`src/hdl/fdm_pkg.sv`:
```
// Shared constants and types of the frame duty ratio modulator
package fdm_pkg;

	// ------------------------------------------------------------
	// Geometry
	// ------------------------------------------------------------
	localparam int NUM_MOD = 14;
	localparam int PERIOD_LOG2 = 6;
	localparam int FIFO_DEPTH = 16;
	localparam int PIX_IN_W = 6;
	localparam int PIX_OUT_W = 3;
	localparam int AXI_AW = 8;

	// ------------------------------------------------------------
	// Register map (byte addresses)
	// ------------------------------------------------------------
	localparam logic [AXI_AW-1:0] ADDR_CTRL = 8'h00;
	localparam logic [AXI_AW-1:0] ADDR_STATUS = 8'h04;
	localparam logic [AXI_AW-1:0] ADDR_DUTY_BASE = 8'h40;
	localparam int ADDR_WORD_LSB = 2;

	// Field positions and reset values
	localparam int CTRL_MODE_BIT = 0;
	localparam int STAT_MOD_LSB = 0;
	localparam int STAT_FRAME_LSB = 16;
	localparam logic CTRL_MODE_RESET = 1'b0;

	// Pixel code corners and RGB222 channel levels
	localparam logic [3:0] GRAY_OFF = 4'h0;
	localparam logic [3:0] GRAY_ON = 4'hf;
	localparam logic [1:0] CH_OFF = 2'h0;
	localparam logic [1:0] CH_LOW = 2'h1;
	localparam logic [1:0] CH_HIGH = 2'h2;

	// AXI responses
	localparam logic [1:0] RESP_OKAY = 2'h0;
	localparam logic [1:0] RESP_SLVERR = 2'h2;

	// Mapping modes
	typedef enum logic {MAP_GRAY4 = 1'b0, MAP_RGB222 = 1'b1} fdm_mode_t;

	// Pixel carriers
	typedef struct packed {
		logic [PIX_IN_W-1:0] code;
	} fdm_pix_in_t;

	typedef struct packed {
		logic [PIX_OUT_W-1:0] bits;
	} fdm_pix_out_t;

endpackage

```
`src/hdl/fdm_fifo.sv`:
```
// Pixel FIFO with registered read data
`timescale 1ns/10ps
module fdm_fifo #(
	parameter int WIDTH = 6,
	parameter int DEPTH = 16
) (
	input wire logic clk,
	input wire logic rst,
	input wire logic in_valid,
	output logic in_ready,
	input wire logic [WIDTH-1:0] in_data,
	output logic out_valid,
	input wire logic out_ready,
	output logic [WIDTH-1:0] out_data
);

	localparam int PW = $clog2(DEPTH);

	// ------------------------------------------------------------
	// Parameter check
	// ------------------------------------------------------------
	if (DEPTH < 2 || (1 << PW) != DEPTH)
	begin : g_bad_depth
		$error("fdm_fifo depth must be a power of two of at least 2");
	end

	logic [WIDTH-1:0] mem [DEPTH];
	logic [PW-1:0] wptr;
	logic [PW-1:0] rptr;
	logic [PW:0] count;
	wire push;
	wire pop;

	// Memory refills the output register whenever it is empty or drained
	assign in_ready = (count != (PW+1)'(DEPTH));
	assign push = in_valid && in_ready;
	assign pop = (count != '0) && (!out_valid || out_ready);

	// Storage array has no reset; pointers, fill level and the output valid flag are the control state
	always_ff @(posedge clk)
	begin
		if (push)
			mem[wptr] <= in_data;
	end

	// Pointers and fill level
	always_ff @(posedge clk or posedge rst)
	begin
		if (rst)
		begin
			wptr <= '0;
			rptr <= '0;
			count <= '0;
		end
		else
		begin
			wptr <= push ? wptr + 1'b1 : wptr;
			rptr <= pop ? rptr + 1'b1 : rptr;
			count <= count + (PW+1)'(push) - (PW+1)'(pop);
		end
	end

	// Output register, one extra word of capacity beyond DEPTH
	always_ff @(posedge clk or posedge rst)
	begin
		if (rst)
		begin
			out_valid <= 1'b0;
			out_data <= '0;
		end
		else if (pop)
		begin
			out_valid <= 1'b1;
			out_data <= mem[rptr];
		end
		else if (out_ready)
			out_valid <= 1'b0;
	end

endmodule

```
`src/hdl/fdm_top.sv`:
```
// Frame duty ratio modulator: pixel mapping, modulators and AXI4-Lite registers
//
// Notes on behaviour
// - Modulators step once per frame on vsync
// - Same level gives same value whole frame
// - Active frames spread evenly across period
// - Period power of two, Bresenham accumulator
// - Output active when decision takes increment
// - Gray code 0 off, code 15 on
// - Gray codes 1..14 use modulator code-1
// - Binary output, duty set per modulator
// - RGB222 channels mapped independently to bits
// - Channel 0 off, 3 on, else modulators
// - Red bits 5:4, green 3:2, blue 1:0
//
// Our own choices: the register offsets and the AXI4-Lite slave port.
`timescale 1ns/10ps
module fdm_top
#(
	parameter int DUTY_W = fdm_pkg::PERIOD_LOG2,
	parameter int DEPTH = fdm_pkg::FIFO_DEPTH
) (
	input wire logic CLK_SYS,
	input wire logic SYS_RST,
	input wire logic VSYNC,
	input wire logic PIX_IN_VALID,
	output logic PIX_IN_READY,
	input wire fdm_pkg::fdm_pix_in_t PIX_IN,
	output logic PIX_OUT_VALID,
	input wire logic PIX_OUT_READY,
	output fdm_pkg::fdm_pix_out_t PIX_OUT,
	input wire logic S_AXI_AWVALID,
	output logic S_AXI_AWREADY,
	input wire logic [fdm_pkg::AXI_AW-1:0] S_AXI_AWADDR,
	input wire logic [2:0] S_AXI_AWPROT,
	input wire logic S_AXI_WVALID,
	output logic S_AXI_WREADY,
	input wire logic [31:0] S_AXI_WDATA,
	input wire logic [3:0] S_AXI_WSTRB,
	output logic S_AXI_BVALID,
	input wire logic S_AXI_BREADY,
	output logic [1:0] S_AXI_BRESP,
	input wire logic S_AXI_ARVALID,
	output logic S_AXI_ARREADY,
	input wire logic [fdm_pkg::AXI_AW-1:0] S_AXI_ARADDR,
	input wire logic [2:0] S_AXI_ARPROT,
	output logic S_AXI_RVALID,
	input wire logic S_AXI_RREADY,
	output logic [31:0] S_AXI_RDATA,
	output logic [1:0] S_AXI_RRESP
);

	import fdm_pkg::*;

	// ------------------------------------------------------------
	// Parameter check
	// ------------------------------------------------------------
	if (DUTY_W < 1 || DUTY_W > 8)
	begin : g_bad_duty
		$error("fdm_top duty width must lie between 1 and 8");
	end

	localparam logic [DUTY_W-1:0] ACC_INIT = DUTY_W'(1 << (DUTY_W - 1));
	localparam logic [DUTY_W-1:0] FRAME_LAST = '1;

	fdm_mode_t mode;
	logic [DUTY_W-1:0] duty [NUM_MOD];
	logic [DUTY_W-1:0] acc [NUM_MOD];
	logic [NUM_MOD-1:0] mod_out;
	logic [DUTY_W-1:0] frame_idx;
	logic vsync_q;
	wire frame_step;
	wire period_end;

	logic aw_held;
	logic w_held;
	logic [AXI_AW-1:0] aw_addr;
	logic [31:0] w_data;
	logic [3:0] w_strb;
	wire wr_fire;
	wire wr_is_ctrl;
	wire wr_is_duty;
	wire [AXI_AW-1:0] wr_rel;
	wire [AXI_AW-1:0] wr_idx;
	wire wr_ok;
	wire rd_fire;
	wire [AXI_AW-1:0] rd_rel;
	wire [AXI_AW-1:0] rd_idx;
	wire rd_is_duty;
	wire rd_ok;
	logic [31:0] next_rdata;

	fdm_pix_in_t fifo_pix;
	wire fifo_valid;
	wire fifo_ready;
	logic [PIX_OUT_W-1:0] next_bits;
	logic [3:0] gray_code;

	// ------------------------------------------------------------
	// Frame event and period counter
	// ------------------------------------------------------------
	// Rising edge of vsync is the only moment modulators may move
	assign frame_step = VSYNC && !vsync_q;
	assign period_end = (frame_idx == FRAME_LAST);

	// One shared frame index keeps every modulator on the same period
	always_ff @(posedge CLK_SYS or posedge SYS_RST)
	begin
		if (SYS_RST)
		begin
			vsync_q <= 1'b0;
			frame_idx <= '0;
		end
		else
		begin
			vsync_q <= VSYNC;
			if (frame_step)
				frame_idx <= frame_idx + 1'b1;
		end
	end

	// ------------------------------------------------------------
	// Modulators
	// ------------------------------------------------------------
	// The carry of duty plus decision variable is the Bresenham step to the next
	// activity value; starting at half the period centres the on frames in their slots.
	for (genvar i = 0; i < NUM_MOD; i++)
	begin : g_mod
		wire [DUTY_W:0] sum;
		assign sum = {1'b0, acc[i]} + {1'b0, duty[i]};
		always_ff @(posedge CLK_SYS or posedge SYS_RST)
		begin
			if (SYS_RST)
			begin
				acc[i] <= ACC_INIT;
				mod_out[i] <= 1'b0;
			end
			else if (frame_step)
			begin
				mod_out[i] <= sum[DUTY_W];
				acc[i] <= period_end ? ACC_INIT : sum[DUTY_W-1:0];
			end
		end
	end

	// ------------------------------------------------------------
	// Pixel path
	// ------------------------------------------------------------
	// Buffer absorbs panel stalls; the producer sees PIX_IN_READY drop
	fdm_fifo #(
		.WIDTH(PIX_IN_W),
		.DEPTH(DEPTH)
	) u_fifo (
		.clk(CLK_SYS),
		.rst(SYS_RST),
		.in_valid(PIX_IN_VALID),
		.in_ready(PIX_IN_READY),
		.in_data(PIX_IN.code),
		.out_valid(fifo_valid),
		.out_ready(fifo_ready),
		.out_data(fifo_pix.code)
	);

	// Output stage takes a pixel when empty or when the panel drains it
	assign fifo_ready = !PIX_OUT_VALID || PIX_OUT_READY;
	assign gray_code = fifo_pix.code[3:0];

	// Mapping reads only the frame-stable modulator outputs, so every
	// pixel of one level gets the same bit throughout a frame.
	always_comb
	begin
		next_bits = '0;
		case (mode)
			MAP_GRAY4:
			begin
				if (gray_code == GRAY_OFF)
					next_bits[0] = 1'b0;
				else if (gray_code == GRAY_ON)
					next_bits[0] = 1'b1;
				else
					next_bits[0] = mod_out[gray_code - 4'h1];
			end
			MAP_RGB222:
			begin
				for (int c = 0; c < PIX_OUT_W; c++)
				begin
					case (fifo_pix.code[2*c +: 2])
						CH_OFF: next_bits[c] = 1'b0;
						CH_LOW: next_bits[c] = mod_out[2*c];
						CH_HIGH: next_bits[c] = mod_out[2*c + 1];
						default: next_bits[c] = 1'b1;
					endcase
				end
			end
			default: next_bits = '0;
		endcase
	end

	// Registered panel output
	always_ff @(posedge CLK_SYS or posedge SYS_RST)
	begin
		if (SYS_RST)
		begin
			PIX_OUT_VALID <= 1'b0;
			PIX_OUT.bits <= '0;
		end
		else if (fifo_ready)
		begin
			PIX_OUT_VALID <= fifo_valid;
			if (fifo_valid)
				PIX_OUT.bits <= next_bits;
		end
	end

	// ------------------------------------------------------------
	// AXI4-Lite write channel
	// ------------------------------------------------------------
	// Address and data may come in either order; each is held until both
	assign S_AXI_AWREADY = !aw_held;
	assign S_AXI_WREADY = !w_held;
	assign wr_fire = aw_held && w_held && !S_AXI_BVALID;
	assign wr_rel = aw_addr - ADDR_DUTY_BASE;
	assign wr_idx = wr_rel >> ADDR_WORD_LSB;
	assign wr_is_ctrl = (aw_addr == ADDR_CTRL);
	assign wr_is_duty = (aw_addr >= ADDR_DUTY_BASE) && (wr_idx < AXI_AW'(NUM_MOD));
	// Status is read-only, so a write there answers as an error
	assign wr_ok = wr_is_ctrl || wr_is_duty;

	// Capture of address and data beats
	always_ff @(posedge CLK_SYS or posedge SYS_RST)
	begin
		if (SYS_RST)
		begin
			aw_held <= 1'b0;
			w_held <= 1'b0;
			aw_addr <= '0;
			w_data <= '0;
			w_strb <= '0;
		end
		else
		begin
			if (S_AXI_AWVALID && S_AXI_AWREADY)
			begin
				aw_held <= 1'b1;
				aw_addr <= {S_AXI_AWADDR[AXI_AW-1:ADDR_WORD_LSB], 2'b00};
			end
			else if (wr_fire)
				aw_held <= 1'b0;
			if (S_AXI_WVALID && S_AXI_WREADY)
			begin
				w_held <= 1'b1;
				w_data <= S_AXI_WDATA;
				w_strb <= S_AXI_WSTRB;
			end
			else if (wr_fire)
				w_held <= 1'b0;
		end
	end

	// Write response
	always_ff @(posedge CLK_SYS or posedge SYS_RST)
	begin
		if (SYS_RST)
		begin
			S_AXI_BVALID <= 1'b0;
			S_AXI_BRESP <= RESP_OKAY;
		end
		else if (wr_fire)
		begin
			S_AXI_BVALID <= 1'b1;
			S_AXI_BRESP <= wr_ok ? RESP_OKAY : RESP_SLVERR;
		end
		else if (S_AXI_BREADY)
			S_AXI_BVALID <= 1'b0;
	end

	// Control and duty registers; all fields live in byte lane 0
	always_ff @(posedge CLK_SYS or posedge SYS_RST)
	begin
		if (SYS_RST)
		begin
			mode <= fdm_mode_t'(CTRL_MODE_RESET);
			for (int i = 0; i < NUM_MOD; i++)
				duty[i] <= '0;
		end
		else if (wr_fire && w_strb[0])
		begin
			if (wr_is_ctrl)
				mode <= fdm_mode_t'(w_data[CTRL_MODE_BIT]);
			if (wr_is_duty)
				duty[wr_idx[3:0]] <= w_data[DUTY_W-1:0];
		end
	end

	// ------------------------------------------------------------
	// AXI4-Lite read channel
	// ------------------------------------------------------------
	assign S_AXI_ARREADY = !S_AXI_RVALID;
	assign rd_fire = S_AXI_ARVALID && S_AXI_ARREADY;
	assign rd_rel = S_AXI_ARADDR - ADDR_DUTY_BASE;
	assign rd_idx = rd_rel >> ADDR_WORD_LSB;
	assign rd_is_duty = (S_AXI_ARADDR >= ADDR_DUTY_BASE) && (rd_idx < AXI_AW'(NUM_MOD));
	assign rd_ok = rd_is_duty || ({S_AXI_ARADDR[AXI_AW-1:ADDR_WORD_LSB], 2'b00} == ADDR_CTRL)
		|| ({S_AXI_ARADDR[AXI_AW-1:ADDR_WORD_LSB], 2'b00} == ADDR_STATUS);

	// Read data select; unmapped words read as zero with an error
	always_comb
	begin
		next_rdata = '0;
		if (rd_is_duty)
			next_rdata[DUTY_W-1:0] = duty[rd_idx[3:0]];
		else if ({S_AXI_ARADDR[AXI_AW-1:ADDR_WORD_LSB], 2'b00} == ADDR_CTRL)
			next_rdata[CTRL_MODE_BIT] = mode;
		else if ({S_AXI_ARADDR[AXI_AW-1:ADDR_WORD_LSB], 2'b00} == ADDR_STATUS)
		begin
			next_rdata[STAT_MOD_LSB +: NUM_MOD] = mod_out;
			next_rdata[STAT_FRAME_LSB +: DUTY_W] = frame_idx;
		end
	end

	// Read answer one cycle after the address is taken
	always_ff @(posedge CLK_SYS or posedge SYS_RST)
	begin
		if (SYS_RST)
		begin
			S_AXI_RVALID <= 1'b0;
			S_AXI_RDATA <= '0;
			S_AXI_RRESP <= RESP_OKAY;
		end
		else if (rd_fire)
		begin
			S_AXI_RVALID <= 1'b1;
			S_AXI_RDATA <= next_rdata;
			S_AXI_RRESP <= rd_ok ? RESP_OKAY : RESP_SLVERR;
		end
		else if (S_AXI_RREADY)
			S_AXI_RVALID <= 1'b0;
	end

endmodule

```
`config.mk`:
```
export PLATFORM = sky130hd
export DESIGN_NAME = fdm_top
export DESIGN_NICKNAME = d
export VERILOG_FILES = /design/src/hdl/fdm_pkg.sv /design/src/hdl/fdm_fifo.sv /design/src/hdl/fdm_top.sv
export SDC_FILE = /design/constraint.sdc
export NUM_CORES = 1
export LEC_CHECK = 0
export ABC_AREA = 1
export BUFFER_PORTS_ARGS = -buffer_cell sky130_fd_sc_hd__buf_2
export CELL_PAD_IN_SITES_DETAIL_PLACEMENT = 1
export CELL_PAD_IN_SITES_GLOBAL_PLACEMENT = 2
export CORE_ASPECT_RATIO = 0.75
export CORE_UTILIZATION = 42
export CTS_CLUSTER_DIAMETER = 50
export CTS_CLUSTER_SIZE = 16
export DETAILED_ROUTE_END_ITERATION = 7
export GPL_ROUTABILITY_DRIVEN = 0
export GPL_TIMING_DRIVEN = 0
export HOLD_SLACK_MARGIN = 0.02
export PLACE_DENSITY_LB_ADDON = 0.1
export SLEW_MARGIN = 20
export SYNTH_ARGS = -nofsm -noshare
export SYNTH_HDL_FRONTEND = slang
export SYNTH_SLANG_ARGS = --single-unit
```
`constraint.sdc`:
```
create_clock -name CLK_SYS -period 21.5 [get_ports CLK_SYS]
set_clock_uncertainty 0.1 [all_clocks]
set_input_delay 4.3 -clock CLK_SYS [delete_from_list [all_inputs] [get_ports CLK_SYS]]
set_output_delay 4.3 -clock CLK_SYS [all_outputs]
set_load 0.03 [all_outputs]
```
[Word level (Yosys, flattened, before mapping)]
Memories as Yosys holds them, arrays and structs flattened. A register that Yosys moved wholly into a read port is not among the register bits.
Cells that the tools add are included.
Storage, ports and cells
  memories: 1
  bits in registers: 249
  output and inout bits: 46
  memory bits (writable): 96
Memories
  u_fifo.mem: depth 16, width 6, rd ports 1, clocked after Yosys merged registers in 1, wr ports 1, line fdm_fifo.sv:27  | logic [WIDTH-1:0] mem [DEPTH];
Operators by class
  muxes and demuxes: 50
  order comparisons: 8
  reduce and logical (&&, ||, !) cells: 39
  bitwise gates (word level): 3
  equal/unequal tests: 10
  add/sub/neg operators: 22
Operators with widths (count)
  6-bit 2-to-1 mux: 21
  6-bit by 6-bit adder with 7-bit output: 14
  84-bit bitwise mux: 1
  6-bit binary-select mux with 4-bit select: 1
  6-bit demux with 4-bit select: 1
  8-bit by 7-bit greater-or-equal comparator with 1-bit output, second input constant: 2
  8-bit by 7-bit subtractor with 8-bit output, second input constant: 2
  1-bit 2-to-1 mux: 15
  14-bit 2-to-1 mux: 1
  13-bit 2-to-1 mux: 1
  1-bit logical AND: 12
  6-bit by 4-bit < comparator with 1-bit output, second input constant: 2
  5-bit greater-or-equal comparator, second input constant: 2
  4-bit NOT with 5-bit output: 2
  2-bit nonzero test: 5
  1-bit one-hot mux with 3 select lines: 3
  4-bit by 1-bit adder with 4-bit output, second input constant: 2
  8-bit logical NOT: 1
  8-bit 2-to-1 mux: 1
  1-bit logical NOT: 7
  6-bit by 1-bit adder with 6-bit output, second input constant: 1
  2-bit by 1-bit equality test with 1-bit output, second input constant: 3
  2-bit equality test, second input constant: 3
  6-bit by 1-bit equality test with 1-bit output, second input constant: 1
  18 further kinds: 28

[Logic depth before layout (Yosys ltp)]
  depth after elaboration: 7
  mapped depth: 14
  gate-level depth less buffers: 13

[By module]
From an unflattened synthesis, not the netlist that was laid out.
Unflattened totals
  cell total of the unflattened synthesis: 2137
  area total of the unflattened synthesis: 18386.4 sq um
Modules (own cells, without submodules)
  fdm_top: cells an instance 1622, instances 1, area each 13185.1 sq um
  fdm_fifo: cells an instance 515, instances 1, area each 5201.2 sq um

[Least setup slack after synthesis]
Ideal clock, no wire load.
  path kind: input -> register
  start point: in PIX_OUT_READY
  end point: reg u_fifo.count[4]
  arrival: 6.173 ns
  path slack: 15.148 ns
  library setup time: 0.079 ns
  stages: 13
  data required time: 21.321 ns
  cell sequence: inv_1 nand3_1 nand2_1 inv_1 clkbuf_1 ha_1 inv_1 ha_1 fa_1 a21oi_1 nor2_1 nor2_1 xor2_1
Between the ends
  longest elaborated chain between the ends: 4
RTL lines
  start: declaration: line fdm_top.sv:30  | input wire logic PIX_OUT_READY,
  1-bit logical OR: line fdm_top.sv:165  | assign fifo_ready = !PIX_OUT_VALID || PIX_OUT_READY;
  1-bit logical OR: line fdm_fifo.sv:37  | assign pop = (count != '0) && (!out_valid || out_ready);
  1-bit logical AND: line fdm_fifo.sv:37
  via u_fifo.pop: line fdm_fifo.sv:32  | wire pop;
  5-bit by 1-bit subtractor with 5-bit output: line fdm_fifo.sv:59  | count <= count + (PW+1)'(push) - (PW+1)'(pop);
  end signal: assignment: line fdm_fifo.sv:59
  end: declaration: line fdm_fifo.sv:30  | logic [PW:0] count;
The timed path passes the listed nets, and every way through them passes these cells.
A chain may end at the register's enable or synchronous reset.

[Worst setup path after layout]
Ends and elaborated chain as after synthesis.

==> impl_metrics.json <==
{
  "crit_path_end_kind": "register",
  "grt_first_pass_wirelength_um": 88500,
  "grt_max_degree": 87,
  "critPathLaunchType": "input pin",
  "worstSkewPairLatency_ns": 0.55,
  "cts_tree": "yes",
  "drt_wl_total_um": 56700,
  "fmax_mhz": 159,
  "dieWidth_um": 239,
  "cts_buffer_depth": 3,
  "cts.sinks": 349,
  "grt_setup_unrepaired": "false",
  "cp_common_cell": "inv_1",
  "path_cells": "buf_2 -> inv_1 -> nand3_1 -> nand2_1 -> inv_1 -> clkbuf_1 -> ha_1 -> inv_1 -> ha_1 -> fa_1 -> a21oi_1 -> nor2_1 -> nor2_1 -> xor2_1",
  "port_buffers": 64,
  "whs_ns": 0.390,
  "synthTopCellsByArea": "dfrtp_1 (34%), edfxtp_1 (16%), nand2_1 (9.0%)",
  "synth_common_cells": "nand2_1 (424), dfrtp_1 (239), nor2_1 (185)",
  "ctsHoldBuffers": 0,
  "pre_cts_ws_ns": 14.63,
  "synth_top_area_cell": "dfrtp_1",
  "crit_required_ns": 21.87,
  "drv_cap": 0,
  "grt_usage_pct": 27.3,
  "drc": 0,
  "swShare_pct": 40.2,
  "clock_power_share_pct": 26.5,
  "synth_top_area_share_pct": 33.8,
  "synth_cells": 1901,
  "layout-drive-gt1-share_pct": 11.7,
  "numCtsBuffers": 38,
  "hold_class": "reg -> reg",
  "crit_arrival_ns": 6.66,
  "combPwrFrac_pct": 34.3,
  "vias_per_cell": 5.43,
  "nNetsFinal": 2210,
  "ys.flop_type": "dfrtp_1",
  "avgSynthCellArea_um2": 9.30,
  "first_global_vias": 14400,
  "relSlewSlack_pct": 28.6,
  "grt_overflow": 0,
  "p_total_w": 0.00257,
  "rows": 64,
  "worst_pin_slew_ns": 1.07,
  "post_drt_wl_per_cell_um": 21.7,
  "antenna_found_initial": 2,
  "htree_levels": 2,
  "synth-edff-count": 96,
  "setup_tns_ns": 0,
  "netlist_area_um2": 17700,
  "fill_cells": 4779,
  "ios": 120,
  "p_leak_nw": 9.40,
  "first_iter_violations": 963,
  "finalSetupViolCount": 0,
  "yosysMostFrequentCell": "nand2_1",
  "post_cts_buffers": 0,
  "hpwl_um": 42800,
  "period_share_pct": 29.2,
  "final_cells": 2611,
  "netlist-cell-type-count": 44,
  "peakVddDrop_mv": 0.0507,
  "fin_crit_ns": 6.29,
  "initial_core_util_pct": 43.0,
  "die_area_um2": 42900,
  "clk_pin_slew_ns": 0.06,
  "status": "finished clean",
  "drv_slew": 0,
  "critPathSlowestCell": "fa_1",
  "yosysSeqAreaShare_pct": 52.2,
  "hold_viol": 0,
  "critPathKind": "in -> reg",
  "drt_pass1_iterations": 5,
  "antenna_cells": 0,
  "cts_root_buf": "clkbuf_16",
  "setup_ws_ns": 15.21,
  "seqPwrFrac_pct": 39.1,
  "async_flop_share_pct": 72.5,
  "internal-power_w": 0.00154,
  "place_inst": 2542,
  "syn_to_final_growth_pct": 13.8,
  "yosys_warnings": 0,
  "power_switching_w": 0.00103,
  "die_y_um": 180,
  "cts_resized": 0,
  "powerDensity_nw_per_um2": 128,
  "vias": 14200,
  "ant_nets": 0,
  "max_stage_delay_ns": 0.41,
  "core_um2": 41200,
  "ys_ff_latch": 349,
  "path_max_fanout": 10
}
worst paths after layout:
check | startpoint | endpoint | slack [ns] | cells after the start
min in group asynchronous | SYS_RST | acc[44] | 3.65 | 2
hold / removal | S_AXI_RDATA[10] | S_AXI_RDATA[10] | 0.39 | 2
max in group asynchronous | SYS_RST | acc[11] | 16.18 | 5
setup / recovery | PIX_OUT_READY | u_fifo.count[4] | 15.21 | 14
setup reg to reg | u_fifo.count[2] | u_fifo.count[4] | 18.47 | 14
hold reg to reg | S_AXI_RDATA[10] | S_AXI_RDATA[10] | 0.39 | 2
routing by layer:
| metal | share of wire, % | up-vias | GRT usage, % |
|---|---|---|---|
| met5 | 0 | - | 0 |
| met4 | 1.9 | 0 | 5.64 |
| met2 | 41 | 314 | 38.7 |
| met3 | 6.5 | 64 | 5.79 |
| li1 | - | 6610 | - |
| met1 | 50 | 7182 | 42.4 |
layout by cell type, fill, tap and decap left out, drive strengths merged:
master | netlist | final
o21ai | 217 | 217
edfxtp | 96 | 96
or2 | 2 | 2
a21oi | 68 | 68
o31ai | 2 | 2
bufinv | 0 | 1
a22oi | 15 | 15
clkinv | 1 | 9
nand4 | 21 | 21
a32o | 1 | 1
clkbuf | 31 | 80
dfrtp | 239 | 239
a22o | 28 | 28
xnor2 | 15 | 15
nor4 | 1 | 1
inv | 160 | 169
conb | 1 | 14
nand2 | 429 | 429
nand3 | 91 | 91
xor2 | 30 | 30
nor3 | 4 | 4
buf | 58 | 125
clkinvlp | 0 | 2
ha | 100 | 100
o211ai | 25 | 25
o22ai | 14 | 14
a31oi | 17 | 17
o21bai | 14 | 14
fa | 15 | 15
dfstp | 14 | 14
nor2 | 192 | 192
cell type report:
cell class | count | area, um^2 | share of cell area (%)
inverter | 161 | 614 | 3.05
tap | 561 | 702 | 3.49
multi-input combinational | 1315 | 7390 | 36.7
sequential | 349 | 9230 | 45.8
buffer | 89 | 512 | 2.54
timing repair buffer | 67 | 403 | 2.00
clock buffer | 49 | 1090 | 5.39
clock inverter | 20 | 196 | 0.976
kinds of logic (layout without fill, tap and decap cells):
kind of cell               Yosys count  in the layout  synth area share, %
other                                1             14               0.0212
and+or+nand+nor                    740            740                 17.2
DFF                                349            349                 52.2
AOI/OAI and AO/OA                  401            401                 13.2
adders and majority gates          115            115                 8.77
buffers and inverters              250            386                 6.32
xor gates and xnor gates            45             45                 2.23
through the flow:
| stage | instance area, um^2 | utilization, % |
|---|---|---|
| floorplan | 17700 | - |
| global placement | 18800 | 45.6 |
| detailed placement | 18900 | 45.8 |
| CTS | 20100 | 48.9 |
| global route | 20100 | 48.9 |
| finish | 20100 | 48.9 |
state kept, by name (all words and copies together) (netlist names), 3 cells and up:
signal	flops
aw_addr	6
w_data	6
u_fifo.count	5
duty	84
PIX_OUT	3
frame_idx	6
u_fifo.rptr	4
u_fifo.mem	96
u_fifo.out_data	6
mod_out	14
S_AXI_RDATA	20
acc	84
u_fifo.wptr	4
power groups by stage:
stage	Sequential, W	Combinational, W	Clock, W
final	0.00101	0.000882	0.000682
after detailed placement	0.00102	0.000874	0
after floorplan	0.000977	0.000597	0
after global routing	0.00103	0.000997	0.000720
after global placement	0.00101	0.000829	0
after CTS	0.00101	0.000880	0.000691
worst max-delay path, delay by kind of cell:
family | cells | cell delay [ns]
AOI/OAI and AO/OA | 1 | 0.14
adders and majority gates | 3 | 0.98
buffers and inverters | 5 | 0.63
and+or+nand+nor | 4 | 0.44
xor gates and xnor gates | 1 | 0.14
Power figures use the tool's default switching activity.
